[src/rtl/gpio_low_pkg.sv]
// constants, layouts and carrier types for the low port group
// Operation
// [RULE_01] port 0 bidirectional pins set direction per bit
// [RULE_02] port 1: eight bits, per-bit direction, analog capable
// [RULE_03] pull-up only on inputs, software enabled
// [RULE_04] software sets feedback cut before subclock pin input
// [RULE_05] software sets port 1 input before analog use
// [RULE_06] analog pin drops its pull-up automatically
// [RULE_07] no latch writes during a conversion
// [RULE_08] no output level changes during a conversion
// [RULE_09] every pin is input after reset
// [RULE_10] input-only port 0 pins never drive
package gpio_low_pkg;

  localparam int          NPORT      = 3;
  localparam int          ADDR_W     = 8;

  // per-port register block, each register one aligned word
  localparam logic [2:0][7:0] PORT_BASE = {8'h20, 8'h10, 8'h00};
  localparam logic [7:0]  OFS_OUT    = 8'h00;
  localparam logic [7:0]  OFS_DIR    = 8'h04;
  localparam logic [7:0]  OFS_PU     = 8'h08;
  localparam logic [7:0]  OFS_PIN    = 8'h0c;
  localparam logic [7:0]  OFS_ANALOG = 8'h30;
  localparam logic [7:0]  OFS_CLK    = 8'h34;
  localparam logic [7:0]  OFS_STAT   = 8'h38;

  // direction register: 1 = input
  localparam logic [7:0]  DIR_RST    = 8'hff;
  localparam logic [7:0]  BYTE_ZERO  = 8'h00;
  localparam logic [2:0][7:0] FIXED_IN  = {8'h00, 8'h00, 8'h81};
  localparam logic [2:0][7:0] ANA_CAP   = {8'h00, 8'hff, 8'h00};
  localparam int          FBR_BIT    = 6;
  localparam int          CONV_ERR_BIT = 0;

  localparam logic [1:0]  RESP_OKAY  = 2'h0;
  localparam logic [1:0]  RESP_SLVERR = 2'h2;

  // pad controls of one 8-bit port
  typedef struct packed {
    logic [7:0] out;
    logic [7:0] oe;
    logic [7:0] pu;
  } pins_s;

  // state of one port bank
  typedef struct packed {
    logic [7:0] out;
    logic [7:0] dir;
    logic [7:0] pu;
    logic [7:0] rd;
    pins_s      pad;
  } bank_st_s;

  // state of the register front end
  typedef struct packed {
    logic              awready;
    logic              wready;
    logic              arready;
    logic              aw_full;
    logic              w_full;
    logic [ADDR_W-1:0] awaddr;
    logic [31:0]       wdata;
    logic [3:0]        wstrb;
    logic              bvalid;
    logic [1:0]        bresp;
    logic              rvalid;
    logic [1:0]        rresp;
    logic [31:0]       rdata;
    logic [7:0]        analog_sel;
    logic [7:0]        clk_ctrl;
    logic              conv_err;
  } top_st_s;

endpackage

[src/rtl/gpio_low.sv]
// low port group top: axi4-lite register slave and three port banks
//
// The implementer's own choices: the AXI4-Lite slave port and the register offsets.
`timescale 1ns/10ps
module gpio_low #(
  parameter int AW = gpio_low_pkg::ADDR_W
) (
  input  wire logic                                     aclk,
  input  wire logic                                     aresetn,
  input  wire logic                                     awvalid,
  output logic                                          awready,
  input  wire logic [AW-1:0]                            awaddr,
  input  wire logic [2:0]                               awprot,
  input  wire logic                                     wvalid,
  output logic                                          wready,
  input  wire logic [31:0]                              wdata,
  input  wire logic [3:0]                               wstrb,
  output logic                                          bvalid,
  input  wire logic                                     bready,
  output logic [1:0]                                    bresp,
  input  wire logic                                     arvalid,
  output logic                                          arready,
  input  wire logic [AW-1:0]                            araddr,
  input  wire logic [2:0]                               arprot,
  output logic                                          rvalid,
  input  wire logic                                     rready,
  output logic [31:0]                                   rdata,
  output logic [1:0]                                    rresp,
  input  wire logic [gpio_low_pkg::NPORT-1:0][7:0]      pin_in,
  output gpio_low_pkg::pins_s [gpio_low_pkg::NPORT-1:0] pads,
  output logic [7:0]                                    analog_in_pins_sel,
  output logic                                          feedback_resistor_cut,
  input  wire logic                                     conv_busy
);

  gpio_low_pkg::top_st_s             st_q;
  gpio_low_pkg::top_st_s             st_d;
  logic [gpio_low_pkg::NPORT-1:0]    wr_out;
  logic [gpio_low_pkg::NPORT-1:0]    wr_dir;
  logic [gpio_low_pkg::NPORT-1:0]    wr_pu;
  logic [gpio_low_pkg::NPORT-1:0][7:0] b_out;
  logic [gpio_low_pkg::NPORT-1:0][7:0] b_dir;
  logic [gpio_low_pkg::NPORT-1:0][7:0] b_pu;
  logic [gpio_low_pkg::NPORT-1:0][7:0] b_rd;
  logic                              do_wr;
  logic                              wr_lane0;
  logic                              wr_hit;
  logic                              rd_hit;
  logic [7:0]                        rd_byte;
  logic [7:0]                        wa;
  logic [7:0]                        ra;

  assign wa       = st_q.awaddr[7:0];
  assign ra       = araddr[7:0];
  assign do_wr    = st_q.aw_full & st_q.w_full & ~st_q.bvalid;
  assign wr_lane0 = do_wr & st_q.wstrb[0];

  // write decode and read mux; pin registers ignore writes
  always_comb
  begin
    wr_out  = '0;
    wr_dir  = '0;
    wr_pu   = '0;
    wr_hit  = (wa == gpio_low_pkg::OFS_ANALOG) || (wa == gpio_low_pkg::OFS_CLK)
              || (wa == gpio_low_pkg::OFS_STAT);
    rd_hit  = 1'b1;
    rd_byte = 8'h00;
    for (int k = 0; k < gpio_low_pkg::NPORT; k++)
    begin
      if ((wa & 8'hf0) == gpio_low_pkg::PORT_BASE[k])
        wr_hit = 1'b1;
      wr_out[k] = wr_lane0 && wa == (gpio_low_pkg::PORT_BASE[k] | gpio_low_pkg::OFS_OUT);
      wr_dir[k] = wr_lane0 && wa == (gpio_low_pkg::PORT_BASE[k] | gpio_low_pkg::OFS_DIR);
      wr_pu[k]  = wr_lane0 && wa == (gpio_low_pkg::PORT_BASE[k] | gpio_low_pkg::OFS_PU);
    end
    unique case (ra)
      gpio_low_pkg::OFS_ANALOG: rd_byte = st_q.analog_sel;
      gpio_low_pkg::OFS_CLK:    rd_byte = st_q.clk_ctrl;
      gpio_low_pkg::OFS_STAT:   rd_byte = {7'h00, st_q.conv_err};
      default:
      begin
        rd_hit = 1'b0;
        for (int k = 0; k < gpio_low_pkg::NPORT; k++)
        begin
          if (ra == (gpio_low_pkg::PORT_BASE[k] | gpio_low_pkg::OFS_OUT))
          begin
            rd_byte = b_out[k];
            rd_hit  = 1'b1;
          end
          if (ra == (gpio_low_pkg::PORT_BASE[k] | gpio_low_pkg::OFS_DIR))
          begin
            rd_byte = b_dir[k];
            rd_hit  = 1'b1;
          end
          if (ra == (gpio_low_pkg::PORT_BASE[k] | gpio_low_pkg::OFS_PU))
          begin
            rd_byte = b_pu[k];
            rd_hit  = 1'b1;
          end
          if (ra == (gpio_low_pkg::PORT_BASE[k] | gpio_low_pkg::OFS_PIN))
          begin
            rd_byte = b_rd[k];
            rd_hit  = 1'b1;
          end
        end
      end
    endcase
  end

  // bus handshakes, control registers and conversion-hazard flag
  always_comb
  begin
    st_d = st_q;
    if (awvalid && st_q.awready)
    begin
      st_d.aw_full = 1'b1;
      st_d.awaddr  = awaddr;
    end
    if (wvalid && st_q.wready)
    begin
      st_d.w_full = 1'b1;
      st_d.wdata  = wdata;
      st_d.wstrb  = wstrb;
    end
    if (st_q.bvalid && bready)
      st_d.bvalid = 1'b0;
    if (do_wr)
    begin
      st_d.aw_full = 1'b0;
      st_d.w_full  = 1'b0;
      st_d.bvalid  = 1'b1;
      st_d.bresp   = wr_hit ? gpio_low_pkg::RESP_OKAY : gpio_low_pkg::RESP_SLVERR;
      if (wr_lane0 && wa == gpio_low_pkg::OFS_ANALOG)
        st_d.analog_sel = st_q.wdata[7:0];
      if (wr_lane0 && wa == gpio_low_pkg::OFS_CLK)
        st_d.clk_ctrl = st_q.wdata[7:0]; // [RULE_04]
      if (wr_lane0 && wa == gpio_low_pkg::OFS_STAT && st_q.wdata[gpio_low_pkg::CONV_ERR_BIT])
        st_d.conv_err = 1'b0;
    end
    // a pin write during conversion spoils accuracy; set beats clear
    if (conv_busy && ((wr_out | wr_dir) != '0))
      st_d.conv_err = 1'b1; // [RULE_07] [RULE_08]
    if (st_q.arready && arvalid)
    begin
      st_d.rvalid  = 1'b1;
      st_d.arready = 1'b0;
      st_d.rdata   = {24'h000000, rd_byte};
      st_d.rresp   = rd_hit ? gpio_low_pkg::RESP_OKAY : gpio_low_pkg::RESP_SLVERR;
    end
    if (st_q.rvalid && rready)
    begin
      st_d.rvalid  = 1'b0;
      st_d.arready = 1'b1;
    end
    st_d.awready = ~st_d.aw_full;
    st_d.wready  = ~st_d.w_full;
  end

  // single register stage for the whole front end
  always_ff @(posedge aclk)
  begin
    if (!aresetn)
    begin
      st_q         <= '0;
      st_q.awready <= 1'b1;
      st_q.wready  <= 1'b1;
      st_q.arready <= 1'b1;
    end
    else
      st_q <= st_d;
  end

  // banks differ only by which pins are input-only or analog capable
  for (genvar k = 0; k < gpio_low_pkg::NPORT; k++)
  begin : g_bank
    port_bank #(
      .FIXED (gpio_low_pkg::FIXED_IN[k]),
      .CAP   (gpio_low_pkg::ANA_CAP[k])
    ) u_bank (
      .aclk       (aclk),
      .aresetn    (aresetn),
      .wr_out     (wr_out[k]),
      .wr_dir     (wr_dir[k]),
      .wr_pu      (wr_pu[k]),
      .wdata      (st_q.wdata[7:0]),
      .analog_sel (st_q.analog_sel), // [RULE_02] [RULE_06]
      .pin_in     (pin_in[k]),
      .pad        (pads[k]),
      .out_q      (b_out[k]),
      .dir_q      (b_dir[k]),
      .pu_q       (b_pu[k]),
      .rd_q       (b_rd[k])
    );
  end

  assign awready               = st_q.awready;
  assign wready                = st_q.wready;
  assign arready               = st_q.arready;
  assign bvalid                = st_q.bvalid;
  assign bresp                 = st_q.bresp;
  assign rvalid                = st_q.rvalid;
  assign rdata                 = st_q.rdata;
  assign rresp                 = st_q.rresp;
  assign analog_in_pins_sel    = st_q.analog_sel;
  assign feedback_resistor_cut = st_q.clk_ctrl[gpio_low_pkg::FBR_BIT]; // [RULE_04]

  property p_port1_dir;
    @(posedge aclk) disable iff (!aresetn)
    wr_dir[1] |=> pads[1].oe == ~$past(st_q.wdata[7:0]);
  endproperty
  a_port1_dir: assert property (p_port1_dir) else $error("port 1 direction lost"); // [RULE_02]

  property p_conv_flag;
    @(posedge aclk) disable iff (!aresetn)
    (conv_busy && wr_out != '0) |=> st_q.conv_err;
  endproperty
  a_conv_flag: assert property (p_conv_flag) else $error("conversion hazard missed"); // [RULE_07]

  property p_bresp_hold;
    @(posedge aclk) disable iff (!aresetn)
    (bvalid && !bready) |=> (bvalid && $stable(bresp));
  endproperty
  a_bresp_hold: assert property (p_bresp_hold) else $error("write response dropped");

  property p_read_latency;
    @(posedge aclk) disable iff (!aresetn)
    (arvalid && arready) |=> (rvalid && !arready);
  endproperty
  a_read_latency: assert property (p_read_latency) else $error("read answer late");

  c_write: cover property (@(posedge aclk) disable iff (!aresetn) bvalid && bready);
  c_read: cover property (@(posedge aclk) disable iff (!aresetn) rvalid && rready);
  c_analog: cover property (@(posedge aclk) disable iff (!aresetn) st_q.analog_sel != 8'h00);
  c_hazard: cover property (@(posedge aclk) disable iff (!aresetn) st_q.conv_err);

endmodule // gpio_low

[src/rtl/port_bank.sv]
// one 8-bit port: output latch, direction, pull-up and pad control
`timescale 1ns/10ps
module port_bank #(
  parameter logic [7:0] FIXED = 8'h00,
  parameter logic [7:0] CAP   = 8'h00
) (
  input  wire logic                aclk,
  input  wire logic                aresetn,
  input  wire logic                wr_out,
  input  wire logic                wr_dir,
  input  wire logic                wr_pu,
  input  wire logic [7:0]          wdata,
  input  wire logic [7:0]          analog_sel,
  input  wire logic [7:0]          pin_in,
  output gpio_low_pkg::pins_s      pad,
  output logic [7:0]               out_q,
  output logic [7:0]               dir_q,
  output logic [7:0]               pu_q,
  output logic [7:0]               rd_q
);

  gpio_low_pkg::bank_st_s st_q;
  gpio_low_pkg::bank_st_s st_d;

  // next state; pads follow the registers in the same edge
  always_comb
  begin
    st_d = st_q;
    if (wr_out)
      st_d.out = wdata;
    if (wr_dir)
      st_d.dir = wdata | FIXED; // [RULE_01] [RULE_10]
    if (wr_pu)
      st_d.pu = wdata;
    st_d.pad.out = st_d.out;
    st_d.pad.oe  = ~st_d.dir & ~FIXED; // [RULE_10]
    // analog use overrides software pull-up, inputs only
    st_d.pad.pu  = st_d.dir & st_d.pu & ~(analog_sel & CAP); // [RULE_03] [RULE_06]
    // inputs read the pin, outputs read back the latch
    st_d.rd      = (st_d.dir & pin_in) | (~st_d.dir & st_d.out);
  end

  // all pins come up as undriven inputs
  always_ff @(posedge aclk)
  begin
    if (!aresetn)
    begin
      st_q.out <= gpio_low_pkg::BYTE_ZERO;
      st_q.dir <= gpio_low_pkg::DIR_RST; // [RULE_09]
      st_q.pu  <= gpio_low_pkg::BYTE_ZERO;
      st_q.rd  <= gpio_low_pkg::BYTE_ZERO;
      st_q.pad <= '0;
    end
    else
      st_q <= st_d;
  end

  assign pad   = st_q.pad;
  assign out_q = st_q.out;
  assign dir_q = st_q.dir;
  assign pu_q  = st_q.pu;
  assign rd_q  = st_q.rd;

  property p_dir_write;
    @(posedge aclk) disable iff (!aresetn)
    wr_dir |=> pad.oe == (~$past(wdata) & ~FIXED);
  endproperty
  a_dir_write: assert property (p_dir_write) else $error("direction write not applied"); // [RULE_01]

  property p_pu_input_only;
    @(posedge aclk) disable iff (!aresetn)
    (pad.pu & pad.oe) == 8'h00;
  endproperty
  a_pu_input_only: assert property (p_pu_input_only) else $error("pull-up on output"); // [RULE_03]

  property p_analog_pu_off;
    @(posedge aclk) disable iff (!aresetn)
    ##1 (pad.pu & $past(analog_sel) & CAP) == 8'h00;
  endproperty
  a_analog_pu_off: assert property (p_analog_pu_off) else $error("pull-up on analog pin"); // [RULE_06]

  property p_reset_input;
    @(posedge aclk)
    (aresetn && !$past(aresetn)) |-> (pad.oe == 8'h00 && dir_q == 8'hff);
  endproperty
  a_reset_input: assert property (p_reset_input) else $error("pin driven after reset"); // [RULE_09]

  property p_fixed_input;
    @(posedge aclk) disable iff (!aresetn)
    (pad.oe & FIXED) == 8'h00 && (dir_q & FIXED) == FIXED;
  endproperty
  a_fixed_input: assert property (p_fixed_input) else $error("input-only pin drives"); // [RULE_10]

  property p_pu_follows;
    @(posedge aclk) disable iff (!aresetn)
    (wr_pu && !wr_dir && (analog_sel & CAP) == 8'h00) |=> pad.pu == ($past(wdata) & dir_q);
  endproperty
  a_pu_follows: assert property (p_pu_follows) else $error("pull-up write not applied"); // [RULE_03]

  c_pu_on: cover property (@(posedge aclk) disable iff (!aresetn) pad.pu != 8'h00);

endmodule // port_bank

[config.mk]
export PLATFORM = sky130hd
export DESIGN_NAME = gpio_low
export DESIGN_NICKNAME = d
export VERILOG_FILES = /design/src/rtl/gpio_low_pkg.sv /design/src/rtl/gpio_low.sv /design/src/rtl/port_bank.sv
export SDC_FILE = /design/constraint.sdc
export NUM_CORES = 1
export LEC_CHECK = 0
export ABC_AREA = 1
export BUFFER_PORTS_ARGS = -buffer_cell sky130_fd_sc_hd__buf_2
export CAP_MARGIN = 15
export CORE_ASPECT_RATIO = 1.1
export CORE_MARGIN = 1
export CORE_UTILIZATION = 57
export CTS_CLUSTER_DIAMETER = 200
export DETAILED_ROUTE_END_ITERATION = 7
export PLACE_DENSITY_LB_ADDON = 0.12
export SETUP_SLACK_MARGIN = 0.3
export SLEW_MARGIN = 20
export SYNTH_ARGS = -nofsm -noshare
export SYNTH_HDL_FRONTEND = slang
export SYNTH_SLANG_ARGS = --single-unit
[constraint.sdc]
create_clock -name aclk -period 3.7 [get_ports aclk]
set_input_delay 0.74 -clock aclk [delete_from_list [all_inputs] [get_ports aclk]]
set_output_delay 0.74 -clock aclk [all_outputs]
set_load 0.03 [all_outputs]
# ---- Yosys cells after proc, flatten, opt, wreduce, memory -nomap -nowiden
# Index checks and enable logic that the tools add are counted.
dict set report word_totals {
  ff_bits 197
  input_bits 90
  out_inout_bits 122
  word_cells 168
}
dict set report classes {
  eq_ne 27
  n_mux 48
  bitwise 25
  reduce_logical 33
}
# cell n
set ops {}
lappend ops {{$mux W8} 21}
lappend ops {{$eq A8 B6 Y1 const B} 13}
lappend ops {{$and A8 B8 Y8} 10}
lappend ops {{$eq A8 B5 Y1 const B} 7}
lappend ops {{$not A8 Y8} 4}
lappend ops {{$eq A8 B4 Y1 const B} 3}
lappend ops {{$logic_not A8 Y1} 3}
lappend ops {{$or A8 B8 Y8} 3}
lappend ops {{$pmux W8 S3} 1}
lappend ops {{$mux W1} 22}
lappend ops {{$logic_and A1 B1 Y1} 19}
lappend ops {{$eq A8 B3 Y1 const B} 2}
lappend ops {{$mux W2} 3}
lappend ops {{$reduce_and A2 Y1} 3}
lappend ops {{$reduce_bool A2 Y1} 3}
lappend ops {{$eq A4 B1 Y1 const B} 1}
lappend ops {{$eq A4 B2 Y1 const B} 1}
lappend ops {{$not A1 Y1} 4}
lappend ops {{$and A1 B1 Y1} 3}
lappend ops {{$mux W3} 1}
lappend ops {{$or A3 B3 Y3} 1}
lappend ops {{$reduce_bool A3 Y1} 1}
lappend ops {{$reduce_or A3 Y1} 1}
lappend ops {{$logic_or A1 B1 Y1} 2}
lappend ops {{$reduce_or A2 Y1} 1}

# ---- Depth between registers and ports, before layout
dict set report depth {
  depth_word 15
  depth_mapped 13
  mapped_depth_nobuf 13
}

# ---- By module
# From an unflattened synthesis, not the netlist that was laid out.
dict set report hier_totals {
  cells_unflattened 1194
  hier_area_um2 8733.4
}
# module instances cells_per_inst area_each_um2 seq_area_each_um2
set modules_own_cells {}
lappend modules_own_cells {gpio_low 1 534 3453.3 1021.0}
lappend modules_own_cells {{port_bank at g_bank[1].u_bank} 1 234 1826.8 960.9}
lappend modules_own_cells {{port_bank at g_bank[2].u_bank} 1 220 1752.9 960.9}
lappend modules_own_cells {{port_bank at g_bank[0].u_bank} 1 206 1700.4 920.9}

# ---- Worst setup path before layout
# No wires, ideal clock.
dict set report synth_path {
  path_type {input to register}
  start {input araddr[7]}
  end {register st_q, in the netlist rdata[1]}
  t_arrival_ns 1.852
  required_time_ns 3.583
  path_slack_ns 1.731
  path_stages 9
  path_buffers 0
  path_cell_list {nor2_1 > nand3_1 > nor2_1 > inv_1 > o221a_2 > nand2_1 > nand4_1 > nor2_1 > nor2_1}
}
dict set report synth_via {
  elab_chain_len 14
  word_cells_on_any_way 28
  classes_between {eq/ne (14); mux (13); reduce/logical (1)}
}
# element line
set synth_rtl {}
lappend synth_rtl {{from (decl)} gpio_low.sv:23} ;# input wire logic [AW-1:0] araddr,
lappend synth_rtl {{$logic_not A8 Y1} gpio_low.sv:85} ;# if (ra == (gpio_low_pkg::PORT_BASE[k] | gpio_low_pkg::OFS_OUT))
lappend synth_rtl {{$mux W8} gpio_low.sv:85}
lappend synth_rtl {{$mux W8} gpio_low.sv:90} ;# if (ra == (gpio_low_pkg::PORT_BASE[k] | gpio_low_pkg::OFS_DIR))
lappend synth_rtl {{$mux W8} gpio_low.sv:95} ;# if (ra == (gpio_low_pkg::PORT_BASE[k] | gpio_low_pkg::OFS_PU))
lappend synth_rtl {{$mux W8} gpio_low.sv:100} ;# if (ra == (gpio_low_pkg::PORT_BASE[k] | gpio_low_pkg::OFS_PIN))
lappend synth_rtl {{$mux W8} gpio_low.sv:85}
lappend synth_rtl {{$mux W8} gpio_low.sv:90}
lappend synth_rtl {{$mux W8} gpio_low.sv:95}
lappend synth_rtl {{$mux W8} gpio_low.sv:100}
lappend synth_rtl {{$mux W8} gpio_low.sv:85}
lappend synth_rtl {{$mux W8} gpio_low.sv:90}
lappend synth_rtl {{$mux W8} gpio_low.sv:95}
lappend synth_rtl {{$mux W8} gpio_low.sv:100}
lappend synth_rtl {{$pmux W8 S3 *} gpio_low.sv:76} ;# unique case (ra)
lappend synth_rtl {{to (signal assigned)} gpio_low.sv:170} ;# st_q <= st_d;
lappend synth_rtl {{to (decl)} gpio_low.sv:36} ;# gpio_low_pkg::top_st_s st_q;
# Every way passes the cells marked *; elsewhere a longest branch is shown, timed or not.
# A chain may end at the register's enable or synchronous reset.

# ---- Worst setup path in the final report
dict set report layout_path {
  start {register st_q, in the netlist bvalid}
  end {register, netlist name g_bank[0].u_bank.pad[6]}
}
dict set report layout_via {
  elab_chain_len 6
  word_cells_on_any_way 8
  classes_between {mux (2); bitwise (4); reduce/logical (2)}
}
# element line
set layout_rtl {}
lappend layout_rtl {{$not A1 Y1 *} gpio_low.sv:55} ;# assign do_wr = st_q.aw_full & st_q.w_full & ~st_q.bvalid;
lappend layout_rtl {{$and A1 B1 Y1 *} gpio_low.sv:55}
lappend layout_rtl {{$and A1 B1 Y1 *} gpio_low.sv:56} ;# assign wr_lane0 = do_wr & st_q.wstrb[0];
lappend layout_rtl {{$logic_and A1 B1 Y1 (on tied branches)} {gpio_low.sv:73, gpio_low.sv:74}}
lappend layout_rtl {{$mux W8 (on tied branches)} {port_bank.sv:31, port_bank.sv:33}}
lappend layout_rtl {{$and A8 B8 Y8 *} port_bank.sv:38} ;# st_d.pad.pu = st_d.dir & st_d.pu & ~(analog_sel & CAP);
# Marks and branches as above.

==> metrics.txt <==
outcome=completed; number of antenna violations at the first check in global routing=0; PD cells=482 nW/um^2; crit path kind=reg -> reg; routed len/inst=16.2 um; Routed Antenna Nets=0; Post-Syn Instances=1,021; top cells by count, synth=dfxtp_1 (193), nand2_1 (155), nor2_1 (148); row cnt=44; area occupied by multi-input gates=3160 um^2; hold violation count in the final report=0; layout cells sized above 1=0.194; Slew Viols, Final=0; Reg2Reg Setup Slack=1290 ps; most numerous cell in the Yosys netlist=dfxtp_1; Switching Share=0.234; Max Cap Viol=0; Clock Power Share=0.440; full die area=14,400 um^2; Max VDD drop=318 uV; Final Skew=12.3 ps; Synth Flop Type=dfxtp_1; CTS Hold Buffers Added=0; FF+latch count, synth=193; syn avg cell area=7.77 um^2; Num CTS Buffers=17; setup repair bufs after CTS=0; Yosys top cell area share=0.487; largest net degree at the start of global routing=73; switching pwr=1.04 mW; die extent in x=114 um; Critical Path Start Type=flip-flop; Initial Util=0.593; worst slack, placed=984 ps; DRC violations left=0; Synth Cell Area=7930 um^2; detailed placement HPWL=15,800 um; synth warn=0; nets=1,235; Tcrit/Tclk final=0.652; crit path capture type=flip-flop; first-pass iteration count of the detailed router=5; critical path arrival=2710 ps; IO Count=212; cell-internal power=3.39 mW; leakage power total=4.23 nW; drt first-iter violations=798; worst min path class=reg -> reg; Fillers=1,181; met1 GRT Util=0.423; Area Overhead vs Synth=15.8%; CTS tree=yes; die height=126 um; post-DR vias/cell=5.27; DRT Wirelength=21,700 um; Crit path required time=4000 ps; Max Fclk=414 MHz; total grt overflow=0; setup TNS=0 ps; Clk Latency, worst-skew pair=430 ps; CTS Buffer Depth=2; sequential power share=0.488; core area=13,400 um^2; sequential share of the synthesized area=0.487; vias in the first global route=6,191; combinational share of power=0.072; M2 GR Usage=0.469; Slew @ Worst Pin=1110 ps; CTS resizes=0; met3 global-route usage=0.0510; GR peak layer=met2; first-pass GRT wire length=33,000 um; RSZ-0062 raised after global routing=false; global placement routability congestion=0.941; Post-synth EDFFs=0; CTS sink count=193; setup ws final=1290 ps; Final Critical Period=2410 ps; clock slew at reported path FFs=60 ps; global-route usage over all layers=0.307; DR vias=7,061; crit path max fanout=11; max_slew headroom=0.259; H-Tree Depth=4; Tot Pwr=4.43 mW; IO buf count=150; CTS root buffer=clkbuf_16; ranking of synthesized cells by area=dfxtp_1 (49%), nand2_1 (7.3%), nor2_1 (7.0%); Synth area leader=dfxtp_1; setup violators final=0; asr flop ratio synth=0; Unique masters post-synth=43; FF/Latch Area=3860 um^2; ANT cells=0
## stage by stage
step / hold slack (ps) / area, um^2 / std cells / utilization
3_3_place_gp: 458 / 8560 / 1310 / 0.640
4_1_cts: 473 / 9190 / 1341 / 0.687
3_5_place_dp: 464 / 8560 / 1310 / 0.640
2_1_floorplan: 442 / 8030 / 1048 / -
5_1_grt: 506 / 9190 / 1341 / 0.687
6_report: 471 / 9190 / 1341 / 0.687
## cell usage in the layout, fill, tap and decap left out, types with 2 or more instances in the layout
| master | instances |
|---|---|
| conb_1 | 28 |
| nor4_1 | 17 |
| inv_2 | 5 |
| inv_1 | 125 |
| nor3_1 | 10 |
| dfxtp_1 | 193 |
| clkinvlp_4 | 2 |
| clkbuf_8 | 3 |
| clkinv_4 | 2 |
| o21ai_0 | 94 |
| buf_4 | 4 |
| nand2_1 | 155 |
| o221a_2 | 2 |
| o21ai_2 | 7 |
| clkbuf_1 | 3 |
| a21oi_1 | 48 |
| a211oi_1 | 21 |
| and2_1 | 7 |
| nand3_1 | 37 |
| o21ai_1 | 5 |
| o22a_1 | 2 |
| buf_2 | 150 |
| nor2_1 | 148 |
| bufinv_16 | 4 |
| o211ai_1 | 2 |
| clkbuf_16 | 17 |
| a21oi_2 | 5 |
| nor2_4 | 7 |
| clkinv_1 | 4 |
| nor2_2 | 10 |
| nand4_1 | 17 |
| a221oi_1 | 5 |
| a221o_1 | 4 |
## power groups by stage
stage          Clock [mW]  Sequential (mW)  Combinational [mW]
6_report             1.95             2.16               0.319
5_1_grt              2.04             2.16               0.346
4_1_cts              1.96             2.16               0.317
3_5_place_dp            0             2.21               0.316
3_3_place_gp            0             2.21               0.313
2_1_floorplan           0             2.21               0.237
## state kept, by name, indices dropped and copies added, names as in the netlist, 8 cells and up
name / cells
g_bank.u_bank.pu_q: 24
g_bank.u_bank.rd_q: 24
rdata: 8
st_q: 19
wa: 8
g_bank.u_bank.out_q: 24
g_bank.u_bank.dir_q: 24
g_bank.u_bank.pad: 46
analog_in_pins_sel: 8
## critical path, stage by stage (launching register included)
cell	delay, ps
dfxtp_1	320
nand3b_4	200
nor2_4	210
nand4_4	190
nor2_2	480
inv_1	190
o21ai_0	270
inv_1	120
nor4_1	300
## cells by family after synthesis
| logic type | count (synthesis) | synth area share |
|---|---|---|
| AO/OA/AOI/OAI | 201 | 0.150 |
| buffers and inverters | 211 | 0.127 |
| flip-flops | 193 | 0.487 |
| other | 1 | 0.000473 |
| AND/OR/NAND/NOR | 415 | 0.235 |
## area by class of cell
type | instances | area share
Sequential cell | 193 | 0.421
Clock buffer | 23 | 0.0520
Multi-Input combinational cell | 644 | 0.344
Timing Repair Buffer | 155 | 0.0872
Inverter | 134 | 0.0547
Clock inverter | 8 | 0.0166
Tap cell | 184 | 0.0251
## path summary, 6_finish.rpt
path | startpoint | cells after the start | end
setup / recovery | bvalid$_SDFFE_PN0P_ | 8 | g_bank[0].u_bank.pad[6]$_SDFF_PN0_
hold / removal | arready$_SDFFE_PP1P_ | 2 | arready$_SDFFE_PP1P_
setup reg to reg | bvalid$_SDFFE_PN0P_ | 8 | g_bank[0].u_bank.pad[6]$_SDFF_PN0_
hold reg to reg | arready$_SDFFE_PP1P_ | 2 | arready$_SDFFE_PP1P_
## metal layers
| layer | vias to the layer above | wire length (um) |
|---|---|---|
| met4 | 0 | 754 |
| met1 | 3170 | 9290 |
| met3 | 50 | 1730 |
| met5 | - | 0 |
| met2 | 345 | 9890 |
| li1 | 3496 | - |
(Power assumes the default switching activity.)
